`src/adc_readout_pkg.sv`:
```
// constants, types and state layout shared by the serial converter readout
// ----------------------------------------------------------------------------
// Contract
// - a low select_shutdown_n means selected and running, a high one means shutdown.
// - every result word carried on serial_result_out has twelve data bits.
// - the serial output driver turns on at the second data_shift_clock falling edge after select falls.
// - once the driver is on, one null bit comes first and then the twelve result bits on the next twelve edges.
// - every new output bit is launched on a falling edge of data_shift_clock.
// - data_shift_clock alone paces both the shifting and the conversion, one step per clock period.
// - at the start of a conversion the input is captured and then isolated for the rest of the conversion.
// - the result leaves with its most significant bit first.
// - the bits shifted out belong to the conversion in progress, never to an earlier one.
// - if clocking goes on after the first pass, the same result is sent again least significant bit first.
// - the null bit ahead of the result is low and lasts one full clock period.
// - after result_msb is repeated the output goes to high impedance and further clocks are ignored.
// - a new conversion starts only after select_shutdown_n has gone high and low again.
// - the result is plain unsigned binary, all ones at full scale less one step, top bit alone at mid scale.
// ----------------------------------------------------------------------------
package adc_readout_pkg;

  // ----------------------------------------------------------------------------
  // widths and bit positions
  // ----------------------------------------------------------------------------
  localparam int RES_BITS = 12;
  localparam int CNT_BITS = 4;
  localparam logic [CNT_BITS-1:0] CNT_ZERO = 4'h0;
  localparam logic [CNT_BITS-1:0] CNT_ONE = 4'h1;
  localparam logic [CNT_BITS-1:0] MSB_IDX = 4'hB;
  localparam logic [CNT_BITS-1:0] FIRST_REPEAT_IDX = 4'h1;
  localparam logic [CNT_BITS-1:0] REPEAT_END_IDX = 4'hC;
  localparam logic [CNT_BITS-1:0] SAMPLE_EDGES = 4'h1;

  // ----------------------------------------------------------------------------
  // codes
  // ----------------------------------------------------------------------------
  localparam logic [RES_BITS-1:0] RESULT_RESET = 12'h000;
  localparam logic [RES_BITS-1:0] MID_SCALE_TRIAL = 12'h800;
  localparam logic NULL_BIT = 1'b0;

  // ----------------------------------------------------------------------------
  // sequencer phases and state record
  // ----------------------------------------------------------------------------
  typedef enum logic [2:0] {
    PH_IDLE,
    PH_SAMPLE,
    PH_MSB,
    PH_LSB,
    PH_DONE
  } phase_t;

  typedef struct packed {
    logic sel_meta;
    logic sel_sync;
    logic clk_meta;
    logic clk_sync;
    logic clk_prev;
    logic cmp_meta;
    logic cmp_sync;
    phase_t phase;
    logic [CNT_BITS-1:0] cnt;
    logic [RES_BITS-1:0] result;
    logic [RES_BITS-1:0] trial;
    logic dout;
    logic oe;
    logic armed;
    logic track;
    logic push;
  } conv_state_t;

  // select stages reset low: a select held low across reset must not count as seen high
  localparam conv_state_t CONV_RESET = '{
    sel_meta: 1'b0, sel_sync: 1'b0, clk_meta: 1'b0, clk_sync: 1'b0, clk_prev: 1'b0,
    cmp_meta: 1'b0, cmp_sync: 1'b0, phase: PH_IDLE, cnt: 4'h0, result: 12'h000,
    trial: 12'h000, dout: 1'b0, oe: 1'b0, armed: 1'b0, track: 1'b0, push: 1'b0};

  // finished word handed to the parallel side
  typedef struct packed {
    logic [RES_BITS-1:0] code;
  } result_word_t;

endpackage

```
`src/result_buffer.sv`:
```
// two-entry result buffer with valid and ready on both sides
`timescale 1ns/1ps
module result_buffer #(
  parameter int WIDTH = 12,
  parameter int DEPTH = 2
) (
  // clock and reset
  input wire logic clock,
  input wire logic reset_n,
  input wire logic clock_en,
  // filling side
  input wire logic in_valid,
  output logic in_ready,
  input wire logic [WIDTH-1:0] in_data,
  // draining side
  output logic out_valid,
  input wire logic out_ready,
  output logic [WIDTH-1:0] out_data
);

  localparam int AW = (DEPTH > 1) ? $clog2(DEPTH) : 1;

  // ----------------------------------------------------------------------------
  // elaboration checks
  // ----------------------------------------------------------------------------
  if (DEPTH < 2 || (DEPTH & (DEPTH - 1)) != 0) begin : g_bad_depth
    $error("result_buffer depth must be a power of two, two or more");
  end
  if (WIDTH < 1) begin : g_bad_width
    $error("result_buffer width must be positive");
  end

  typedef struct packed {
    logic [DEPTH-1:0][WIDTH-1:0] mem;
    logic [AW:0] wr;
    logic [AW:0] rd;
  } buf_state_t;

  buf_state_t st_ff;
  buf_state_t nxt_st;
  logic full;
  logic empty;

  // pointers carry one extra wrap bit so full and empty stay distinct
  assign empty = (st_ff.wr == st_ff.rd);
  assign full = (st_ff.wr[AW-1:0] == st_ff.rd[AW-1:0]) && (st_ff.wr[AW] != st_ff.rd[AW]);
  assign in_ready = !full;
  assign out_valid = !empty;
  assign out_data = st_ff.mem[st_ff.rd[AW-1:0]];

  // write on accepted push, advance read on accepted pop
  always_comb begin
    nxt_st = st_ff;
    if (in_valid && !full) begin
      nxt_st.mem[st_ff.wr[AW-1:0]] = in_data;
      nxt_st.wr = st_ff.wr + 1'b1;
    end
    if (out_ready && !empty) begin
      nxt_st.rd = st_ff.rd + 1'b1;
    end
  end

  always_ff @(posedge clock or negedge reset_n) begin
    if (!reset_n) begin
      st_ff <= '0;
    end else if (clock_en) begin
      st_ff <= nxt_st;
    end
  end

endmodule

```
`src/serial_sar_adc_readout.sv`:
```
// conversion sequencer and serial result shifter of a 12-bit sar converter
`timescale 1ns/1ps
module serial_sar_adc_readout #(
  parameter int BUF_DEPTH = 2
) (
  // system clock, reset and freeze
  input wire logic clock,
  input wire logic reset_n,
  input wire logic clock_en,
  // host pins, asynchronous to clock
  input wire logic select_shutdown_n,
  input wire logic data_shift_clock,
  output logic serial_result_out,
  output logic serial_result_oe,
  // analog front end
  input wire logic compare_above,
  output logic input_track,
  output logic [adc_readout_pkg::RES_BITS-1:0] dac_trial,
  // parallel result stream
  output logic result_valid,
  input wire logic result_ready,
  output logic [adc_readout_pkg::RES_BITS-1:0] result_data,
  output logic converting
);

  // ----------------------------------------------------------------------------
  // elaboration checks
  // ----------------------------------------------------------------------------
  if (BUF_DEPTH < 2) begin : g_bad_depth
    $error("serial_sar_adc_readout needs a buffer of two entries or more");
  end

  adc_readout_pkg::conv_state_t st_ff;
  adc_readout_pkg::conv_state_t nxt_st;
  logic shift_fall;
  logic buf_in_ready;
  adc_readout_pkg::result_word_t push_word;

  // falling edge of the host clock, seen only through the second sync stage
  assign shift_fall = st_ff.clk_prev && !st_ff.clk_sync;

  // ----------------------------------------------------------------------------
  // sequencer next state
  // ----------------------------------------------------------------------------
  always_comb begin
    nxt_st = st_ff;
    // two-stage synchronisers on every pin-side input
    nxt_st.sel_meta = select_shutdown_n;
    nxt_st.sel_sync = st_ff.sel_meta;
    nxt_st.clk_meta = data_shift_clock;
    nxt_st.clk_sync = st_ff.clk_meta;
    nxt_st.clk_prev = st_ff.clk_sync;
    nxt_st.cmp_meta = compare_above;
    nxt_st.cmp_sync = st_ff.cmp_meta;
    nxt_st.push = 1'b0;
    if (st_ff.sel_sync) begin
      // shutdown: driver off, sequencer idle, ready for the next falling select
      nxt_st.phase = adc_readout_pkg::PH_IDLE;
      nxt_st.oe = 1'b0;
      nxt_st.dout = adc_readout_pkg::NULL_BIT;
      nxt_st.track = 1'b0;
      nxt_st.armed = 1'b1;
    end else begin
      unique case (st_ff.phase)
        adc_readout_pkg::PH_IDLE: begin
          // a full buffer holds off the start, so no finished word is ever dropped
          if (st_ff.armed && buf_in_ready) begin
            nxt_st.phase = adc_readout_pkg::PH_SAMPLE;
            nxt_st.armed = 1'b0;
            nxt_st.track = 1'b1;
            nxt_st.cnt = adc_readout_pkg::CNT_ZERO;
          end
        end
        adc_readout_pkg::PH_SAMPLE: begin
          if (shift_fall) begin
            if (st_ff.cnt == adc_readout_pkg::SAMPLE_EDGES) begin
              // second falling edge: hold the input, drive the null bit
              nxt_st.phase = adc_readout_pkg::PH_MSB;
              nxt_st.oe = 1'b1;
              nxt_st.dout = adc_readout_pkg::NULL_BIT;
              nxt_st.track = 1'b0;
              nxt_st.cnt = adc_readout_pkg::MSB_IDX;
              nxt_st.result = adc_readout_pkg::RESULT_RESET;
              nxt_st.trial = adc_readout_pkg::MID_SCALE_TRIAL;
            end else begin
              nxt_st.cnt = 4'(st_ff.cnt + adc_readout_pkg::CNT_ONE);
            end
          end
        end
        adc_readout_pkg::PH_MSB: begin
          // one decision per clock period, shown as soon as it is made
          if (shift_fall) begin
            nxt_st.dout = st_ff.cmp_sync;
            nxt_st.result[st_ff.cnt] = st_ff.cmp_sync;
            nxt_st.trial[st_ff.cnt] = st_ff.cmp_sync;
            if (st_ff.cnt == adc_readout_pkg::CNT_ZERO) begin
              // twelve bits decided: hand the word over and start the repeat
              nxt_st.phase = adc_readout_pkg::PH_LSB;
              nxt_st.cnt = adc_readout_pkg::FIRST_REPEAT_IDX;
              nxt_st.push = 1'b1;
            end else begin
              nxt_st.trial[4'(st_ff.cnt - adc_readout_pkg::CNT_ONE)] = 1'b1;
              nxt_st.cnt = 4'(st_ff.cnt - adc_readout_pkg::CNT_ONE);
            end
          end
        end
        adc_readout_pkg::PH_LSB: begin
          // repeat pass walks from bit one back up to the top bit
          if (shift_fall) begin
            if (st_ff.cnt == adc_readout_pkg::REPEAT_END_IDX) begin
              nxt_st.phase = adc_readout_pkg::PH_DONE;
              nxt_st.oe = 1'b0;
              nxt_st.dout = adc_readout_pkg::NULL_BIT;
            end else begin
              nxt_st.dout = st_ff.result[st_ff.cnt];
              nxt_st.cnt = 4'(st_ff.cnt + adc_readout_pkg::CNT_ONE);
            end
          end
        end
        adc_readout_pkg::PH_DONE: begin
          // further clocks have no effect until select goes high
          nxt_st.oe = 1'b0;
        end
      endcase
    end
  end

  // state register, frozen while clock_en is low
  always_ff @(posedge clock or negedge reset_n) begin
    if (!reset_n) begin
      st_ff <= adc_readout_pkg::CONV_RESET;
    end else if (clock_en) begin
      st_ff <= nxt_st;
    end
  end

  // ----------------------------------------------------------------------------
  // result buffer and outputs
  // ----------------------------------------------------------------------------
  // the word pushed is the one just finished, never an older one
  assign push_word.code = st_ff.result;

  result_buffer #(
    .WIDTH(adc_readout_pkg::RES_BITS),
    .DEPTH(BUF_DEPTH)
  ) u_result_buffer (
    .clock(clock),
    .reset_n(reset_n),
    .clock_en(clock_en),
    .in_valid(st_ff.push),
    .in_ready(buf_in_ready),
    .in_data(push_word.code),
    .out_valid(result_valid),
    .out_ready(result_ready),
    .out_data(result_data)
  );

  // all pin-side outputs straight from the state register
  assign serial_result_out = st_ff.dout;
  assign serial_result_oe = st_ff.oe;
  assign input_track = st_ff.track;
  assign dac_trial = st_ff.trial;
  assign converting = (st_ff.phase != adc_readout_pkg::PH_IDLE);
endmodule

```
`config.mk`:
```
export PLATFORM = sky130hd
export DESIGN_NAME = serial_sar_adc_readout
export DESIGN_NICKNAME = d
export VERILOG_FILES = /design/src/adc_readout_pkg.sv /design/src/result_buffer.sv /design/src/serial_sar_adc_readout.sv
export SDC_FILE = /design/constraint.sdc
export NUM_CORES = 1
export LEC_CHECK = 0
export BUFFER_PORTS_ARGS = -buffer_cell sky130_fd_sc_hd__buf_2
export CAP_MARGIN = 20
export CELL_PAD_IN_SITES_DETAIL_PLACEMENT = 1
export CELL_PAD_IN_SITES_GLOBAL_PLACEMENT = 2
export CORE_MARGIN = 2
export CORE_UTILIZATION = 42
export CTS_CLUSTER_SIZE = 12
export DETAILED_ROUTE_END_ITERATION = 16
export HOLD_SLACK_MARGIN = 0.12
export PLACE_DENSITY = 0.86
export SYNTH_ARGS = -nofsm -noshare
export SYNTH_HDL_FRONTEND = slang
export SYNTH_HIERARCHICAL = 1
export SYNTH_SLANG_ARGS = --single-unit
```
`constraint.sdc`:
```
create_clock -name clock -period 3.83 [get_ports clock]
set_input_delay 0.766 -clock clock [delete_from_list [all_inputs] [get_ports clock]]
set_output_delay 0.766 -clock clock [all_outputs]
set_load 0.005 [all_outputs]
```
Word-level counts from Yosys, hierarchy flattened. Index checks and enable logic that the tools add are counted.

Register bits after elaboration: 71. Bits of input ports: 7. Output and inout bits: 29. Word-level logic and storage cells: 129.

Add/subtract/negate cells: 4. Magnitude comparators: 7. Equal/unequal tests: 22. Multiplexer cells: 43. Bitwise gates (word level): 2. Reductions and logical operators: 31.

Operators by type and width (count): $mux W12 (4); $pmux W24 S2 (1); $mux W33 (1); $mux W32 (1); $pmux W7 S4 (1); $mux W26 (1); $bwmux W12 (2); $bwmux W24 (1); $ne A3 B3 Y1 const B (7); $reduce_and A6 Y1 (3); $mux W4 (4); $mux W7 (2); $demux W12 S1 (1); $mux W1 (12); $mux W3 (4); $ne A2 B2 Y1 const B (6); $or A12 B12 Y12 (1); $reduce_bool A4 Y1 (3); $lt A4 B5 Y1 const B (2); $reduce_and A9 Y1 (1); $demux W1 S4 (2); $ge A4 B1 Y1 const B (2); $logic_and A1 B1 Y1 (8); $reduce_and A8 Y1 (1); other kinds (27) (38).

Logic depth before layout (Yosys ltp). Gate-level depths: netlist of run 1.

Depth after elaboration: 10. Gate-level depth with buffers: 10.

Modules after synthesis. The synthesis of run 1 kept the hierarchy.

By module, submodules not included: serial_sar_adc_readout (times used 1, cells an instance 298, area an instance 2708.8 um^2, seq. area each 1076.0 um^2); result_buffer (times used 1, cells an instance 85, area an instance 1291.2 um^2, seq. area each 700.7 um^2).

Least setup slack after synthesis of run 1. OpenSTA, ideal clock, no wires.

Kind: reg-to-reg. From: reg st_ff[30] (netlist bit). To: reg st_ff, in the netlist dac_trial[9]. Setup time: 0.126 ns. Data arrival time: 2.207 ns. Data required time: 3.704 ns. Setup slack: 1.497 ns. Cell stages (with the launch flop): 10. Period minus slack after synthesis: 2.333 ns. Path through: dfrtp_1 clkbuf_1 inv_1 ha_1 buf_4 or3b_4 nor3b_2 o21ai_2 a21o_1 a221o_1.

Cells in the longest elaborated chain, start to end: 9.

Ends and longest elaborated chain: start: declaration (RTL line serial_sar_adc_readout.sv:33) `adc_readout_pkg::conv_state_t st_ff;`; start signal: assignment (RTL line serial_sar_adc_readout.sv:131) `st_ff <= adc_readout_pkg::CONV_RESET;`; start signal: assignment (RTL line serial_sar_adc_readout.sv:133) `st_ff <= nxt_st;`; $sub A4 B1 Y4, or another cell as far along (RTL line serial_sar_adc_readout.sv:102) `nxt_st.trial[4'(st_ff.cnt - adc_readout_pkg::CNT_ONE)] = 1'b1;`; $lt A4 B5 Y1 (not written as such), or another cell as far along (RTL line serial_sar_adc_readout.sv:102); $logic_and A1 B1 Y1 (not written as such) / $mux W1 (equally long branches) (RTL line serial_sar_adc_readout.sv:102, serial_sar_adc_readout.sv:95); $mux W1 (not written as such) / $demux W1 S4 (equally long branches) (RTL line serial_sar_adc_readout.sv:102, serial_sar_adc_readout.sv:95); $demux W1 S4 / $bwmux W12 (equally long branches) (RTL line serial_sar_adc_readout.sv:102, serial_sar_adc_readout.sv:95); $or A12 B12 Y12 (no source line); $mux W12 (RTL line serial_sar_adc_readout.sv:96) `if (st_ff.cnt == adc_readout_pkg::CNT_ZERO) begin`; $mux W32 (RTL line serial_sar_adc_readout.sv:92) `if (shift_fall) begin`; $pmux W24 S2 (RTL line serial_sar_adc_readout.sv:64) `unique case (st_ff.phase)`.

Parallel ways exist; a longest one is shown, timed or not. The select of a mux whose other input is x is not followed. A chain may end at the register's enable or synchronous reset.

Final worst setup path of run 1. Ends and elaborated chain as after synthesis.

==> out/metrics.csv, run 1 <==
metric,value,unit
endpoint_kind,flip-flop,
place_congestion,0.863,
ys_warn_count,6,
holdCritPathClass,in2async,
dr.pass1.iters,4,
grt_pass1_wl,16.5,mm
fillers,1034,
cts_resized,0,
antenna_found_initial,0,
tns,0,ns
cap_violations,0,
synth_cell_type_count,63,
timing.final.crit_share,77.1,%
grt_usage,20.8,%
hold_viol_final,0,
dp_slack,0.936,ns
synth_edf_count,0,
drv_slew,0,
required,4.08,ns
gr-total-overflow,0,
drc,0,
port_buffers,35,
grt_max_degree,33,
ff2ff_path_depth,7,
wl_per_cell,19.2,um
ant_nets,0,
p_leak,1.97,nW
async_flop_share,100,%
ioPinCount,36,
cts_sinks,71,
fin_skew,0.0169,ns
design.die.area,10300,um^2
clock_latency,0.36,ns
setup_viol,0,
yosysSeqAreaShare,44.4,%
max_freq,339,MHz
syn_to_final_growth,8.07,%
die_w,102,um
clkSlewWorstSetupHoldPaths,0.08,ns
synth_commonest_cells,"71 x dfrtp_1, 35 x mux2_2, 33 x nand2_1, 29 x o21ai_0",
p_seq_share,41.3,%
synth_top_cells_by_area,"dfrtp_1 44%, mux2_2 9.9%, o21ai_0 3.6%",
syn_avg_cell_area,10.4,um^2
rrSetupSlack,0.88,ns
syn-num-nets,397,
dr.first_iter.drc_count,138,
power.share.combinational,36.1,%
die_height,102,um
worstMarginPinSlew,0.885,ns
ir_worst_vdd,0.265,mV
yosysMostFrequentCell,dfrtp_1,
placed_cells,511,
ctsHoldBuffers,0,
r2r_start,st_ff[30],
yosysTopAreaCell,dfrtp_1,
ctsHtreeMaxLevel,3,
status,"complete, no violations",
finalCriticalPeriod,2.95,ns
netlist_area,4000,um^2
pwr-share-clk,22.6,%
p_switching,1.15,mW
netlist.area_leader.share,44.4,%
routed_wl,10.1,mm
critPathKind,reg2reg,
whs,0.450,ns
viasPerCell,5.66,
antennaDiodeCount,0,
core,9240,um^2
rsz0062_at_grt,false,
netlist_instances,383,
power_density,632,nW/um^2
worstPathMaxFanout,24,
cts_buffer_depth,2,
root_buffer,clkbuf_8,
fin_nets,407,
rows,35,
cts_buffers,9,
synth-main-ff-cell,dfrtp_1,
postCtsSetupRepairBufs,0,
switching_share,42.0,%
p_int,1.58,mW
max-slew-margin-rel,41.0,%
fin_ws,0.879,ns
tritoncts,done,
synth_seq_cells,71,
hpwl,7.02,mm
critPathLaunchType,flip-flop,
arrival,3.20,ns
reg2reg_to,dac_trial[9],
grt_pass1_vias,3089,
drive_above_1_share,28.1,%
fin_cells,527,
route.vias.total,2982,
initial_utilization,43.3,%
-- metal layers --
layer	vias up	track usage [%]	wire, um
met1	1520	28.4	4850
met2	49	33.0	4760
met4	0	6.65	160
met3	15	4.28	335
met5	-	0	0
li1	1398	-	-
-- worst max-delay path: stages (launching register included) --
cell	delay [ns]
dfrtp_1	0.59
inv_1	0.24
ha_1	0.46
or3b_4	0.47
nor3b_2	0.19
o21ai_2	0.27
a21o_1	0.27
a221o_1	0.34
-- worst max-delay path by stage --
| stage | start | end | slack [ns] |
|---|---|---|---|
| 6_report | st_ff[30] | dac_trial[9] | 0.88 |
| 4_1_cts | st_ff[29] | dac_trial[9] | 0.91 |
| 3_5_place_dp | st_ff[29] | dac_trial[9] | 0.94 |
| 2_1_floorplan | st_ff[30] | dac_trial[9] | 1.50 |
| 5_1_grt | st_ff[29] | dac_trial[9] | 0.76 |
| 3_3_place_gp | st_ff[29] | dac_trial[9] | 1.03 |
-- power by group through the flow --
stage	registers, mW	logic [mW]	clock network [mW]
CTS	1.12	0.986	0.636
global placement	1.13	0.968	0
global route	1.15	1.10	0.667
finish	1.13	0.987	0.619
floorplan	0.964	0.888	0
detailed placement	1.14	0.980	0
-- registers in the layout, summed over array words and instances (netlist names) --
name and flops:
push_word 12, serial_result_out 1, dac_trial 12, input_track 1, st_ff 12, nxt_st 4
serial_result_oe 1, u_result_buffer/st_ff 28
-- layout by cell type, fill, tap and decap left out, types with 4 or more instances in the layout --
master,netlist,routed
a21o_1,4,4
clkbuf_8,0,9
ha_1,7,7
a31oi_1,4,4
nand3_1,14,14
nand2b_1,6,6
nor2b_1,9,9
dfrtp_1,71,71
inv_1,9,9
o21ai_1,13,13
mux2_2,35,35
nand2_1,33,33
mux2_4,9,9
a221o_1,6,6
nor2_1,12,12
a21oi_1,12,12
and2_1,4,4
buf_2,8,35
o21ai_0,29,29
-- cell type report --
cell class                 count  area [um^2]  area share [%]
multi-input combinational    264         1960            45.3
sequential                    71         1780            41.1
timing repair buffer          38          198            4.57
tap                          129          161            3.73
clock buffer                  10          128            2.95
clock inverter                 6         67.6            1.56
inverter                       9         33.8           0.781
-- logic make-up after synthesis --
group	count (synthesis)	synth area share, %
muxes	47	14.6
adders and majority gates	7	2.19
buffers and inverters	48	6.63
and+or+nand+nor	101	13.4
DFF	71	44.4
xor gates and xnor gates	6	1.31
AOI/OAI and AO/OA	103	17.4
-- stage by stage --
step / instance area, um^2 / util, % / total power [mW]
after floorplan: 4000 / - / 1.85
after global placement: 4130 / 44.7 / 2.10
after detailed placement: 4130 / 44.7 / 2.12
after CTS: 4320 / 46.8 / 2.74
after global routing: 4320 / 46.8 / 2.92
final: 4320 / 46.8 / 2.73
Note: power is estimated with default switching activity, not from simulation.
==> run 2: changes to the inputs <==
--- a/config.mk
+++ b/config.mk
@@ -10,11 +10,11 @@
 export CELL_PAD_IN_SITES_DETAIL_PLACEMENT = 1
 export CELL_PAD_IN_SITES_GLOBAL_PLACEMENT = 2
 export CORE_MARGIN = 2
-export CORE_UTILIZATION = 42
+export CORE_UTILIZATION = 39
 export CTS_CLUSTER_SIZE = 12
 export DETAILED_ROUTE_END_ITERATION = 16
 export HOLD_SLACK_MARGIN = 0.12
-export PLACE_DENSITY = 0.86
+export PLACE_DENSITY = 0.81
 export SYNTH_ARGS = -nofsm -noshare
 export SYNTH_HDL_FRONTEND = slang
 export SYNTH_HIERARCHICAL = 1
==> constraint.sdc (replaced) <==
create_clock -name clock -period 2.9 [get_ports clock]
set_input_delay 0.58 -clock clock [delete_from_list [all_inputs] [get_ports clock]]
set_output_delay 0.58 -clock clock [all_outputs]
set_load 0.005 [all_outputs]
==> out/metrics.csv, run 2 (same netlist as run 1, synthesis figures left out) <==
metric,value,unit,change
status,"complete, no violations",,
critPathKind,reg2reg,,
slowest_delay,0.50,ns,-0.09 ns
fillers,1109,,+7.3%
rsz0062_at_grt,false,,
worstMarginPinSlew,0.780,ns,-0.106 ns
grt_pass1_wl,17.4,mm,+5.2%
initial_utilization,40.6,%,-2.7 points
die_w,105,um,+3.6%
ctsHoldBuffers,0,,unchanged
max-slew-margin-rel,48.0,%,+7.0 points
cts_buffer_depth,2,,unchanged
root_buffer,clkbuf_8,,
tns,0,ns,unchanged
route.vias.total,3092,,+3.7%
hold_viol_final,0,,unchanged
cts_buffers,9,,unchanged
drc,0,,unchanged
clock_latency,0.36,ns,about the same
finalCriticalPeriod,2.25,ns,-0.702 ns
critPathLaunchType,flip-flop,,
final_cell_mix,"71 x dfrtp_1, 35 x mux2_2, 35 x buf_2, 33 x nand2_1, 29 x o21ai_0",,
fin_nets,421,,+3.4%
grt_max_degree,33,,unchanged
ir_worst_vdd,0.297,mV,+12%
gr-total-overflow,0,,unchanged
antenna_found_initial,0,,unchanged
postCtsSetupRepairBufs,0,,unchanged
rows,36,,+2.9%
cap_violations,0,,unchanged
routed_wl,10.4,mm,+3.0%
required,3.17,ns,-0.91 ns
cts_resized,0,,unchanged
cts_sinks,71,,unchanged
viasPerCell,5.67,,+0.26%
core,9860,um^2,+6.8%
whs,0.150,ns,-0.300 ns
worstPathMaxFanout,7,,-71%
die_height,105,um,+3.6%
crit_chain,inv_1 -> ha_1 -> and3_4 -> a311oi_2 -> o21ai_1 -> or3_1 -> o31ai_1,,
ctsHtreeMaxLevel,3,,unchanged
endpoint_kind,flip-flop,,
place_congestion,0.862,,-0.17%
final_area,4440,um^2,+2.6%
rrSetupSlack,0.65,ns,-0.23 ns
port_buffers,35,,unchanged
ant_nets,0,,unchanged
final_common_cell,dfrtp_1,,
drive_above_1_share,30.6,%,+2.4 points
post-route-util,45.0,%,-1.8 points
dpl_cell_area,4240,um^2,+2.7%
grt_pass1_vias,3345,,+8.3%
setup_viol,0,,unchanged
timing.final.crit_share,77.6,%,+0.52 points
tritoncts,done,,
wl_per_cell,19.1,um,-0.43%
hpwl,7.57,mm,+7.8%
largest_register,u_result_buffer/st_ff,,
fin_skew,0.0162,ns,-0.000688 ns
dr.first_iter.drc_count,116,,-16%
p_leak,2.03,nW,+3.4%
max_freq,445,MHz,+31%
clkSlewWorstSetupHoldPaths,0.09,ns,about the same
syn_to_final_growth,10.9,%,
power_density,837,nW/um^2,+32%
p_total,3.71,mW,+36%
ioPinCount,36,,unchanged
arrival,2.52,ns,-0.68 ns
largest_reg_flops,28,,unchanged
drv_slew,0,,unchanged
dr.pass1.iters,4,,unchanged
antennaDiodeCount,0,,unchanged
design.die.area,11100,um^2,+7.4%
grt_usage,19.8,%,-0.99 points
holdCritPathClass,in2async,,
critPathSlowestCell,dfrtp_1,,
[run 2: through the flow]
step	instances	setup WS (ns)
global route	545	0.535
global placement	529	0.537
floorplan	383	0.567
finish	545	0.650
CTS	545	0.660
detailed placement	529	0.464
[run 2: worst paths after layout]
| check | startpoint | to | cells past startpoint |
|---|---|---|---|
| max reg2reg | st_ff[29] | st_ff[31] | 7 |
| max in group asynchronous | reset_n | push_word[6] | 2 |
| max | st_ff[29] | st_ff[31] | 7 |
| min reg2reg | nxt_st[36] | st_ff[36] | 2 |
| min in group clock | compare_above | nxt_st[36] | 2 |
| min | reset_n | u_result_buffer/st_ff[0] | 1 |
[run 2: area by class of cell]
cell class	count	area, um^2	area share [%]
multi-input cells	264	1960	44.1
flip-flops and latches	71	1780	40.1
repair buffers	52	303	6.83
well taps	133	166	3.75
clock buffers	10	128	2.88
clock inverters	6	70.1	1.58
inverters	9	33.8	0.762
[run 2: per-layer routing]
metal	global-route usage, %	vias up	part of all wire, %
li1	-	1422	-
met1	25.8	1591	46
met2	33.3	61	49
met3	3.77	18	3.4
met4	5.90	0	1.7
met5	0	-	0
[run 2: critical path, delay by kind of cell (launching register included)]
family	cells	cell delay [ns]
compound gates	3	0.68
simple gates	2	0.57
flops	1	0.50
fa+ha+maj	1	0.25
buf+inv	1	0.16
[run 2: report_power, final]
part           internal, mW  switching, mW  total, mW
registers              1.15          0.210       1.36
logic                 0.613          0.932       1.54
clock network         0.402          0.404      0.806
total                  2.17           1.55       3.71
